**src/hdl/adlw_consts.svh**
```systemverilog
// timing counts and field widths for the axis converter loader and watchdogs
`ifndef ADLW_CONSTS_SVH
`define ADLW_CONSTS_SVH
`define ADLW_CLK_NS        10
`define ADLW_WORD_W        12
`define ADLW_CHAN_N        5
`define ADLW_CHAN_W        3
`define ADLW_BIT_CNT_W     4
`define ADLW_SEL_CNT_W     3
`define ADLW_FIFO_DEPTH    8
`define ADLW_WD_MOTION_MS  5
`define ADLW_WD_MAIN_MS    20
`define ADLW_WD_MOTION_CYC ((`ADLW_WD_MOTION_MS * 1000000) / `ADLW_CLK_NS)
`define ADLW_WD_MAIN_CYC   ((`ADLW_WD_MAIN_MS * 1000000) / `ADLW_CLK_NS)
`define ADLW_SETTLE_CYC    2'h3
`define ADLW_WD_CNT_W      22
`define ADLW_IN_BITS       4
`define ADLW_IN_OVR        2'h0
`define ADLW_IN_FEED       2'h1
`define ADLW_IN_BATT       2'h2
`define ADLW_IN_TEMP       2'h3
`endif

```
**src/hdl/adlw_pkg.sv**
```systemverilog
// types shared by the axis converter loader
package adlw_pkg;
    typedef enum logic [1:0] {
        ADLW_IDLE  = 2'b00,
        ADLW_LOAD  = 2'b01,
        ADLW_SETTLE = 2'b10
    } adlw_state_e;
    typedef logic [11:0] adlw_word_t;
endpackage : adlw_pkg

```
**src/hdl/adlw_fifo.sv**
```systemverilog
// small synchronous fifo with valid/ready on both sides
`timescale 1ns/10ps
module adlw_fifo #(
    parameter int WIDTH = 15,
    parameter int DEPTH = 8
) (
    input  wire logic             sys_clk,
    input  wire logic             rst_b,
    input  wire logic [WIDTH-1:0] in_data,
    input  wire logic             in_valid,
    output logic                  in_ready,
    output logic [WIDTH-1:0]      out_data,
    output logic                  out_valid,
    input  wire logic             out_ready
);
    localparam int AW = $clog2(DEPTH);
    logic [WIDTH-1:0] mem [DEPTH];
    logic [AW-1:0]    wr_q;
    logic [AW-1:0]    rd_q;
    logic [AW:0]      cnt_q;
    wire              push = in_valid && in_ready;
    wire              pop  = out_valid && out_ready;
    assign in_ready  = (cnt_q != DEPTH[AW:0]);
    assign out_valid = (cnt_q != '0);
    assign out_data  = mem[rd_q];
    always_ff @(posedge sys_clk) begin
        if (push) begin
            mem[wr_q] <= in_data;
        end
    end
    always_ff @(posedge sys_clk or negedge rst_b) begin
        if (!rst_b) begin
            wr_q  <= '0;
            rd_q  <= '0;
            cnt_q <= '0;
        end else begin
            if (push) wr_q <= wr_q + 1'b1;
            if (pop)  rd_q <= rd_q + 1'b1;
            cnt_q <= cnt_q + {{AW{1'b0}}, push} - {{AW{1'b0}}, pop};
        end
    end
endmodule : adlw_fifo

```
**src/hdl/adlw_top.sv**
```systemverilog
// serial-to-parallel converter loader, sample-hold routing, supervision return, watchdogs
`timescale 1ns/10ps
`include "adlw_consts.svh"
////////////////////////////////////////////////////////////////////////////////
// Function
// - Each value on the serial output line becomes a 12-bit converter word.
// - Successive results go to five hold channels: X, Y, Z, fourth axis, spindle.
// - Override and feed comparison results return on the serial input line.
// - Low battery and over-temperature are returned as bits on the serial input line.
// - A watchdog not retriggered within its interval raises emergency stop.
module adlw_top (
    input  wire logic        sys_clk,
    input  wire logic        rst_b,
    input  wire logic        serial_clk,
    input  wire logic        serial_out_line,
    input  wire logic        word_sync,
    input  wire logic [2:0]  in_sel,
    input  wire logic        override_above,
    input  wire logic        feed_above,
    input  wire logic        battery_low,
    input  wire logic        temp_high,
    input  wire logic        motion_wd_kick,
    input  wire logic        main_wd_kick,
    output logic [11:0]      dac_word_q,
    output logic [4:0]       hold_strobe_q,
    output logic [2:0]       hold_chan_q,
    output logic             serial_in_line_q,
    output logic             estop_q,
    output logic             overrun_q
);
    ////////////////////////////////////////////////////////////////////////////
    // pin synchronisers: three stages, change accepted when stages 2 and 3 agree
    localparam int NSYNC = 11;
    logic [NSYNC-1:0] pin_raw;
    logic [NSYNC-1:0] s1_q, s2_q, s3_q, clean_q;
    assign pin_raw = {serial_clk, serial_out_line, word_sync, in_sel, override_above,
                      feed_above, battery_low, temp_high, motion_wd_kick ^ 1'b0};
    logic main_s1_q, main_s2_q, main_s3_q, main_clean_q;
    genvar gi;
    generate
        for (gi = 0; gi < NSYNC; gi++) begin : g_sync
            always_ff @(posedge sys_clk or negedge rst_b) begin
                if (!rst_b) begin
                    s1_q[gi]    <= 1'b0;
                    s2_q[gi]    <= 1'b0;
                    s3_q[gi]    <= 1'b0;
                    clean_q[gi] <= 1'b0;
                end else begin
                    s1_q[gi] <= pin_raw[gi];
                    s2_q[gi] <= s1_q[gi];
                    s3_q[gi] <= s2_q[gi];
                    if (s2_q[gi] == s3_q[gi]) clean_q[gi] <= s3_q[gi];
                end
            end
        end
    endgenerate
    always_ff @(posedge sys_clk or negedge rst_b) begin
        if (!rst_b) begin
            main_s1_q    <= 1'b0;
            main_s2_q    <= 1'b0;
            main_s3_q    <= 1'b0;
            main_clean_q <= 1'b0;
        end else begin
            main_s1_q <= main_wd_kick;
            main_s2_q <= main_s1_q;
            main_s3_q <= main_s2_q;
            if (main_s2_q == main_s3_q) main_clean_q <= main_s3_q;
        end
    end
    wire       sclk_c   = clean_q[10];
    wire       sdat_c   = clean_q[9];
    wire       sync_c   = clean_q[8];
    wire [2:0] sel_c    = clean_q[7:5];
    wire [3:0] sup_c    = clean_q[4:1];
    wire       mkick_c  = clean_q[0];
    logic      sclk_d1_q, sync_d1_q, mkick_d1_q, kmain_d1_q;
    wire       sclk_rise = sclk_c && !sclk_d1_q;
    wire       sync_rise = sync_c && !sync_d1_q;
    wire       mkick_ev  = mkick_c != mkick_d1_q;
    wire       kmain_ev  = main_clean_q != kmain_d1_q;
    always_ff @(posedge sys_clk or negedge rst_b) begin
        if (!rst_b) begin
            sclk_d1_q  <= 1'b0;
            sync_d1_q  <= 1'b0;
            mkick_d1_q <= 1'b0;
            kmain_d1_q <= 1'b0;
        end else begin
            sclk_d1_q  <= sclk_c;
            sync_d1_q  <= sync_c;
            mkick_d1_q <= mkick_c;
            kmain_d1_q <= main_clean_q;
        end
    end
    ////////////////////////////////////////////////////////////////////////////
    // deserialiser: msb first, 12 data bits; word_sync restarts the frame and channel count
    logic [11:0] shift_q;
    logic [3:0]  bit_cnt_q;
    logic [2:0]  chan_cnt_q;
    wire         word_done = sclk_rise && (bit_cnt_q == 4'(`ADLW_WORD_W - 1));
    always_ff @(posedge sys_clk or negedge rst_b) begin
        if (!rst_b) begin
            shift_q    <= 12'h000;
            bit_cnt_q  <= 4'h0;
            chan_cnt_q <= 3'h0;
        end else if (sync_rise) begin
            bit_cnt_q  <= 4'h0;
            chan_cnt_q <= 3'h0;
        end else if (sclk_rise) begin
            shift_q   <= {shift_q[10:0], sdat_c};
            bit_cnt_q <= word_done ? 4'h0 : bit_cnt_q + 4'h1;
            if (word_done) begin
                chan_cnt_q <= (chan_cnt_q == 3'(`ADLW_CHAN_N - 1)) ? 3'h0 : chan_cnt_q + 3'h1;
            end
        end
    end
    ////////////////////////////////////////////////////////////////////////////
    // fifo decouples word arrival from the converter load/settle sequence
    logic [14:0] f_out;
    logic        f_valid, f_ready, f_in_ready;
    adlw_fifo #(.WIDTH(15), .DEPTH(`ADLW_FIFO_DEPTH)) u_fifo (
        .sys_clk  (sys_clk),
        .rst_b    (rst_b),
        .in_data  ({chan_cnt_q, {shift_q[10:0], sdat_c}}),
        .in_valid (word_done),
        .in_ready (f_in_ready),
        .out_data (f_out),
        .out_valid(f_valid),
        .out_ready(f_ready)
    );
    ////////////////////////////////////////////////////////////////////////////
    // converter sequence: load word, wait settle, then pulse exactly one hold strobe
    localparam logic [1:0] SETTLE_CYC = `ADLW_SETTLE_CYC;
    adlw_pkg::adlw_state_e st_q;
    logic [1:0] settle_q;
    assign f_ready = (st_q == adlw_pkg::ADLW_IDLE);
    function automatic logic [4:0] chan_onehot(input logic [2:0] c);
        chan_onehot = (c < 3'(`ADLW_CHAN_N)) ? 5'(5'h01 << c) : 5'h00;
    endfunction : chan_onehot
    always_ff @(posedge sys_clk or negedge rst_b) begin
        if (!rst_b) begin
            st_q          <= adlw_pkg::ADLW_IDLE;
            dac_word_q    <= 12'h000;
            hold_chan_q   <= 3'h0;
            hold_strobe_q <= 5'h00;
            settle_q      <= 2'h0;
            overrun_q     <= 1'b0;
        end else begin
            hold_strobe_q <= 5'h00;
            if (word_done && !f_in_ready) overrun_q <= 1'b1;
            case (st_q)
                adlw_pkg::ADLW_IDLE: begin
                    if (f_valid) begin
                        dac_word_q  <= f_out[11:0];
                        hold_chan_q <= f_out[14:12];
                        settle_q    <= SETTLE_CYC;
                        st_q        <= adlw_pkg::ADLW_SETTLE;
                    end
                end
                adlw_pkg::ADLW_SETTLE: begin
                    if (settle_q == 2'h0) begin
                        hold_strobe_q <= chan_onehot(hold_chan_q);
                        st_q          <= adlw_pkg::ADLW_IDLE;
                    end else begin
                        settle_q <= settle_q - 2'h1;
                    end
                end
                default: st_q <= adlw_pkg::ADLW_IDLE;
            endcase
        end
    end
    ////////////////////////////////////////////////////////////////////////////
    // supervision return: in_sel picks the bit driven onto the input line
    wire sel_ok = (sel_c < 3'(`ADLW_IN_BITS));
    always_ff @(posedge sys_clk or negedge rst_b) begin
        if (!rst_b) serial_in_line_q <= 1'b0;
        else serial_in_line_q <= sel_ok ? sup_c[3 - sel_c[1:0]] : 1'b0;
    end
    ////////////////////////////////////////////////////////////////////////////
    // watchdogs: any edge of a kick input retriggers; expiry latches estop until reset
    logic [21:0] wd_m_q, wd_p_q;
    // counters park at their limit so a missed kick can never wrap back to a quiet state
    wire         wd_m_exp = (wd_m_q == 22'(`ADLW_WD_MOTION_CYC));
    wire         wd_p_exp = (wd_p_q == 22'(`ADLW_WD_MAIN_CYC));
    always_ff @(posedge sys_clk or negedge rst_b) begin
        if (!rst_b) begin
            wd_m_q  <= 22'h000000;
            wd_p_q  <= 22'h000000;
            estop_q <= 1'b0;
        end else begin
            wd_m_q <= mkick_ev ? 22'h000000 : wd_m_exp ? wd_m_q : wd_m_q + 22'h1;
            wd_p_q <= kmain_ev ? 22'h000000 : wd_p_exp ? wd_p_q : wd_p_q + 22'h1;
            if (wd_m_exp || wd_p_exp) begin
                estop_q <= 1'b1;
            end
        end
    end
endmodule : adlw_top

```
**config.mk**
```make
export PLATFORM = sky130hd
export DESIGN_NAME = adlw_top
export DESIGN_NICKNAME = d
export VERILOG_FILES = /design/src/hdl/adlw_pkg.sv /design/src/hdl/adlw_fifo.sv /design/src/hdl/adlw_top.sv
export VERILOG_INCLUDE_DIRS = /design/src /design/src/hdl
export SDC_FILE = /design/constraint.sdc
export NUM_CORES = 1
export LEC_CHECK = 0
export BUFFER_PORTS_ARGS = -buffer_cell sky130_fd_sc_hd__buf_2
export CORE_MARGIN = 3
export CORE_UTILIZATION = 45
export CTS_BUF_LIST = sky130_fd_sc_hd__clkbuf_16
export CTS_CLUSTER_DIAMETER = 200
export CTS_CLUSTER_SIZE = 8
export DETAILED_ROUTE_END_ITERATION = 6
export SYNTH_ARGS = -nofsm -noshare
export SYNTH_HDL_FRONTEND = slang
export SYNTH_SLANG_ARGS = --single-unit
```
**constraint.sdc**
```tcl
create_clock -name sys_clk -period 2.6 [get_ports sys_clk]
set_input_delay 0.13 -clock sys_clk [delete_from_list [all_inputs] [get_ports sys_clk]]
set_output_delay 0.13 -clock sys_clk [all_outputs]
set_load 0.005 [all_outputs]
```
==> impl_metrics.json <==
{
  "run_status": "completed",
  "layout_common_cells": "149 x sky130_fd_sc_hd__dfrtp_1, 120 x sky130_fd_sc_hd__edfxtp_1, 58 x sky130_fd_sc_hd__nor2_1, 43 x sky130_fd_sc_hd__inv_1, 41 x sky130_fd_sc_hd__a21oi_1",
  "timing.critical_path.mode_cell": "sky130_fd_sc_hd__or4_1",
  "setup-tns-final_ps": 0,
  "die-area_sq_um": 25350,
  "max-vdd-ir-drop_mv": 0.5782,
  "clkLatencyLatePin_ps": 510,
  "floorplan.initialDensity_pct": 46.23,
  "netlist_instances": 701,
  "num_vias": 5836,
  "grt_first_pass_wirelength_um": 31350,
  "routed_wire_length_um": 18570,
  "reg2reg_slack_ps": 380,
  "crit_path_start_kind": "register",
  "die-width_um": 159.2,
  "hold_ws_ps": 222.5,
  "detail-route-antenna-nets": 0,
  "maxSlewViolCount": 0,
  "slew_at_the_pin_closest_to_its_max_slew_limit_ps": 699.2,
  "clk_pin_slew_worst_setup_hold_paths_ps": 50,
  "synth_fp_nets": 732,
  "synthAdderAreaFrac_pct": 3.222,
  "half_perimeter_wire_length_after_placement_um": 11070,
  "static-leakage-power_nw": 4.955,
  "main_combinational_cell_family_by_area_after_synthesis": "multiplexers",
  "crit_share_post_route_pct": 85.47,
  "postLayoutCoreUtil_pct": 54.83,
  "diodes": 0,
  "wire_per_inst_um": 16.45,
  "synth_area_sq_um": 10560,
  "cp_max_fo": 8,
  "ys_async_sr_fraction_pct": 55.56,
  "clock_path_buffers": 3,
  "final.setup_skew_ps": 19.68,
  "area_growth_pct": 18.60,
  "coreArea_sq_um": 22850,
  "globalplace.congestion": 0.7991,
  "crit_path_setup_slack_layout_ps": 377.8,
  "hold_viol": 0,
  "grt_setup_unrepaired": "false",
  "synth.yosys.seq_area_share_pct": 69.65,
  "yosys.area_share.simple_pct": 9.476,
  "synth_xor_xnor_area_share_pct": 2.570,
  "yosys_warnings": 0,
  "worstReg2RegStart": "wd_m_q[1]",
  "timing.rr.end": "wd_m_q[18]",
  "cts-resized-gates": 0,
  "timing.reg2reg.worst_path_depth": 5,
  "detail_route.drc_violations": 0,
  "finalSetupViolations": 0,
  "ios": 37,
  "worst_path_largest_cell_delay_ps": 660,
  "placed_area_sq_um": 11280,
  "groute.usage.overall_pct": 15.16,
  "cts_buffers": 39,
  "data_required_time_of_the_worst_path_ps": 3020,
  "worst_setup_path_type": "reg -> reg",
  "drt-vias-per-instance": 5.169,
  "path_cells": "ha_1 -> nand2_1 -> or4_1 -> or4_1 -> a21oi_1",
  "drt_iter0_drc": 327,
  "std_cell_rows": 55,
  "nets": 823,
  "number_of_enable_flip_flop_cells_after_synthesis": 120,
  "tritoncts": "built",
  "layout_commonest_cell": "sky130_fd_sc_hd__dfrtp_1",
  "final_period_minus_worst_setup_slack_ps": 2222,
  "place_worst_setup_slack_ps": 398.5,
  "clock_sink_total": 270,
  "cts-htree-levels": 2,
  "io_buffer_count": 36,
  "dr.pass1.iters": 5,
  "min-delay-path-class": "in -> async",
  "dominantRegCellSynth": "sky130_fd_sc_hd__dfrtp_1",
  "grt_max_degree": 73,
  "p_per_area_nw_per_um2": 952.8,
  "synthMuxAreaShare_pct": 9.891,
  "fill_cells": 1826,
  "post_synthesis_compound_gate_area_fraction_pct": 3.601,
  "max_slew_margin_pct": 53.05,
  "worst-endpoint-arrival_ps": 2640,
  "drv_cap": 0,
  "setup_crit_end_kind": "register",
  "cts.root.buffer_cell": "sky130_fd_sc_hd__clkbuf_16",
  "number_of_global_route_vias_before_repair": 6137,
  "final_design_area_no_fill_sq_um": 12530,
  "syn-mean-instance-area_sq_um": 15.07,
  "critical_path_cell_with_the_highest_stage_delay": "sky130_fd_sc_hd__or4_1",
  "die_height_um": 159.2,
  "grt_antenna_before_repair": 0,
  "final_layout_size_suffix_gt1_share_pct": 18.87,
  "gr-total-overflow": 0,
  "yosysUniqueCellTypes": 42,
  "postSynthRegisterBits": 270,
  "max_freq_mhz": 450.0
}
==> cell families after synthesis <==
group | count (synthesis)
flops | 270
simple gates | 197
compound gates | 67
mux | 64
buf+inv | 43
xor+xnor | 31
fa+ha+maj | 29
==> cells in the mapped netlist, drive strengths merged, types with 3 or more instances <==
cell type | instances | area, sq um
dfrtp | 150 | 3754
edfxtp | 120 | 3603
nor2 | 58 | 217.7
a21oi | 42 | 210.2
nand2 | 35 | 131.4
mux4 | 31 | 698.2
inv | 21 | 78.83
mux2i | 20 | 200.2
nand3 | 19 | 95.09
xnor2 | 19 | 166.4
nor3 | 17 | 85.08
ha | 16 | 200.2
clkbuf | 14 | 52.55
mux2 | 13 | 146.4
or3 | 13 | 82.58
maj3 | 12 | 120.1
xor2 | 12 | 105.1
o21ai | 9 | 45.04
or4 | 9 | 67.56
buf | 8 | 36.28
nand2b | 8 | 50.05
nand4 | 8 | 56.30
o31ai | 7 | 52.55
nand3b | 6 | 45.04
nor4 | 6 | 37.54
nor4b | 6 | 52.55
nor2b | 4 | 25.02
and3 | 3 | 18.77
==> repair_timing <==
item                      CTS  global route
hold endpoints to repair   82             0
hold buffers               13             0
setup buffers               0             0
==> where the power goes <==
part	switching, mW	internal (mW)
logic	1.05	1.05
registers	0.400	5.01
clock network	1.69	2.74
total	3.14	8.79
==> stage by stage <==
step / instances / power, mW
floorplan: 701 / 6.879
global placement: 1051 / 7.519
detailed placement: 1051 / 7.618
CTS: 1129 / 12.14
global route: 1129 / 12.60
finish: 1129 / 11.94
==> worst max-delay path, delay by kind of cell (launching register included) <==
kind | cells | cell delay (ps)
compound gates | 1 | 150
fa+ha+maj | 1 | 240
flops | 1 | 420
simple gates | 3 | 1340
==> final cells by class <==
type                       count  area, sq um  area share (%)
sequential                   270         7358           58.74
multi-input combinational    388         3059           24.42
clock buffer                  40         1001           7.990
timing repair buffer          72        526.8           4.205
tap                          313        391.6           3.126
clock inverter                25        111.4          0.8889
inverter                      21        78.83          0.6292
==> flip-flops by register name (all words and copies together) (netlist names), 2 cells and up <==
| register | cells |
|---|---|
| hold_chan_q | 3 |
| u_fifo.cnt_q | 4 |
| u_fifo.rd_q | 3 |
| s2_q | 11 |
| u_fifo.mem | 120 |
| clean_q | 7 |
| wd_p_q | 22 |
| hold_strobe_q | 5 |
| u_fifo.wr_q | 3 |
| s3_q | 11 |
| s1_q | 11 |
| chan_cnt_q | 3 |
| shift_q | 11 |
| wd_m_q | 22 |
| bit_cnt_q | 4 |
| settle_q | 2 |
| dac_word_q | 12 |
==> routing by layer <==
metal	GRT usage, %	share of wire (%)
met1	19.92	45
met2	25.55	49
met3	3.174	4.0
met4	4.775	2.1
met5	0	0
==> worst max path at each step <==
stage / start / end / slack (ps)
floorplan: bit_cnt_q[0] / u_fifo.mem[7][0] / 130
global placement: wd_m_q[0] / wd_m_q[18] / 470
detailed placement: wd_m_q[1] / wd_m_q[18] / 400
CTS: bit_cnt_q[0] / u_fifo.mem[0][13] / 390
global route: wd_m_q[1] / wd_m_q[18] / 210
finish: wd_m_q[1] / wd_m_q[18] / 380
Power figures use the tool's default switching activity.
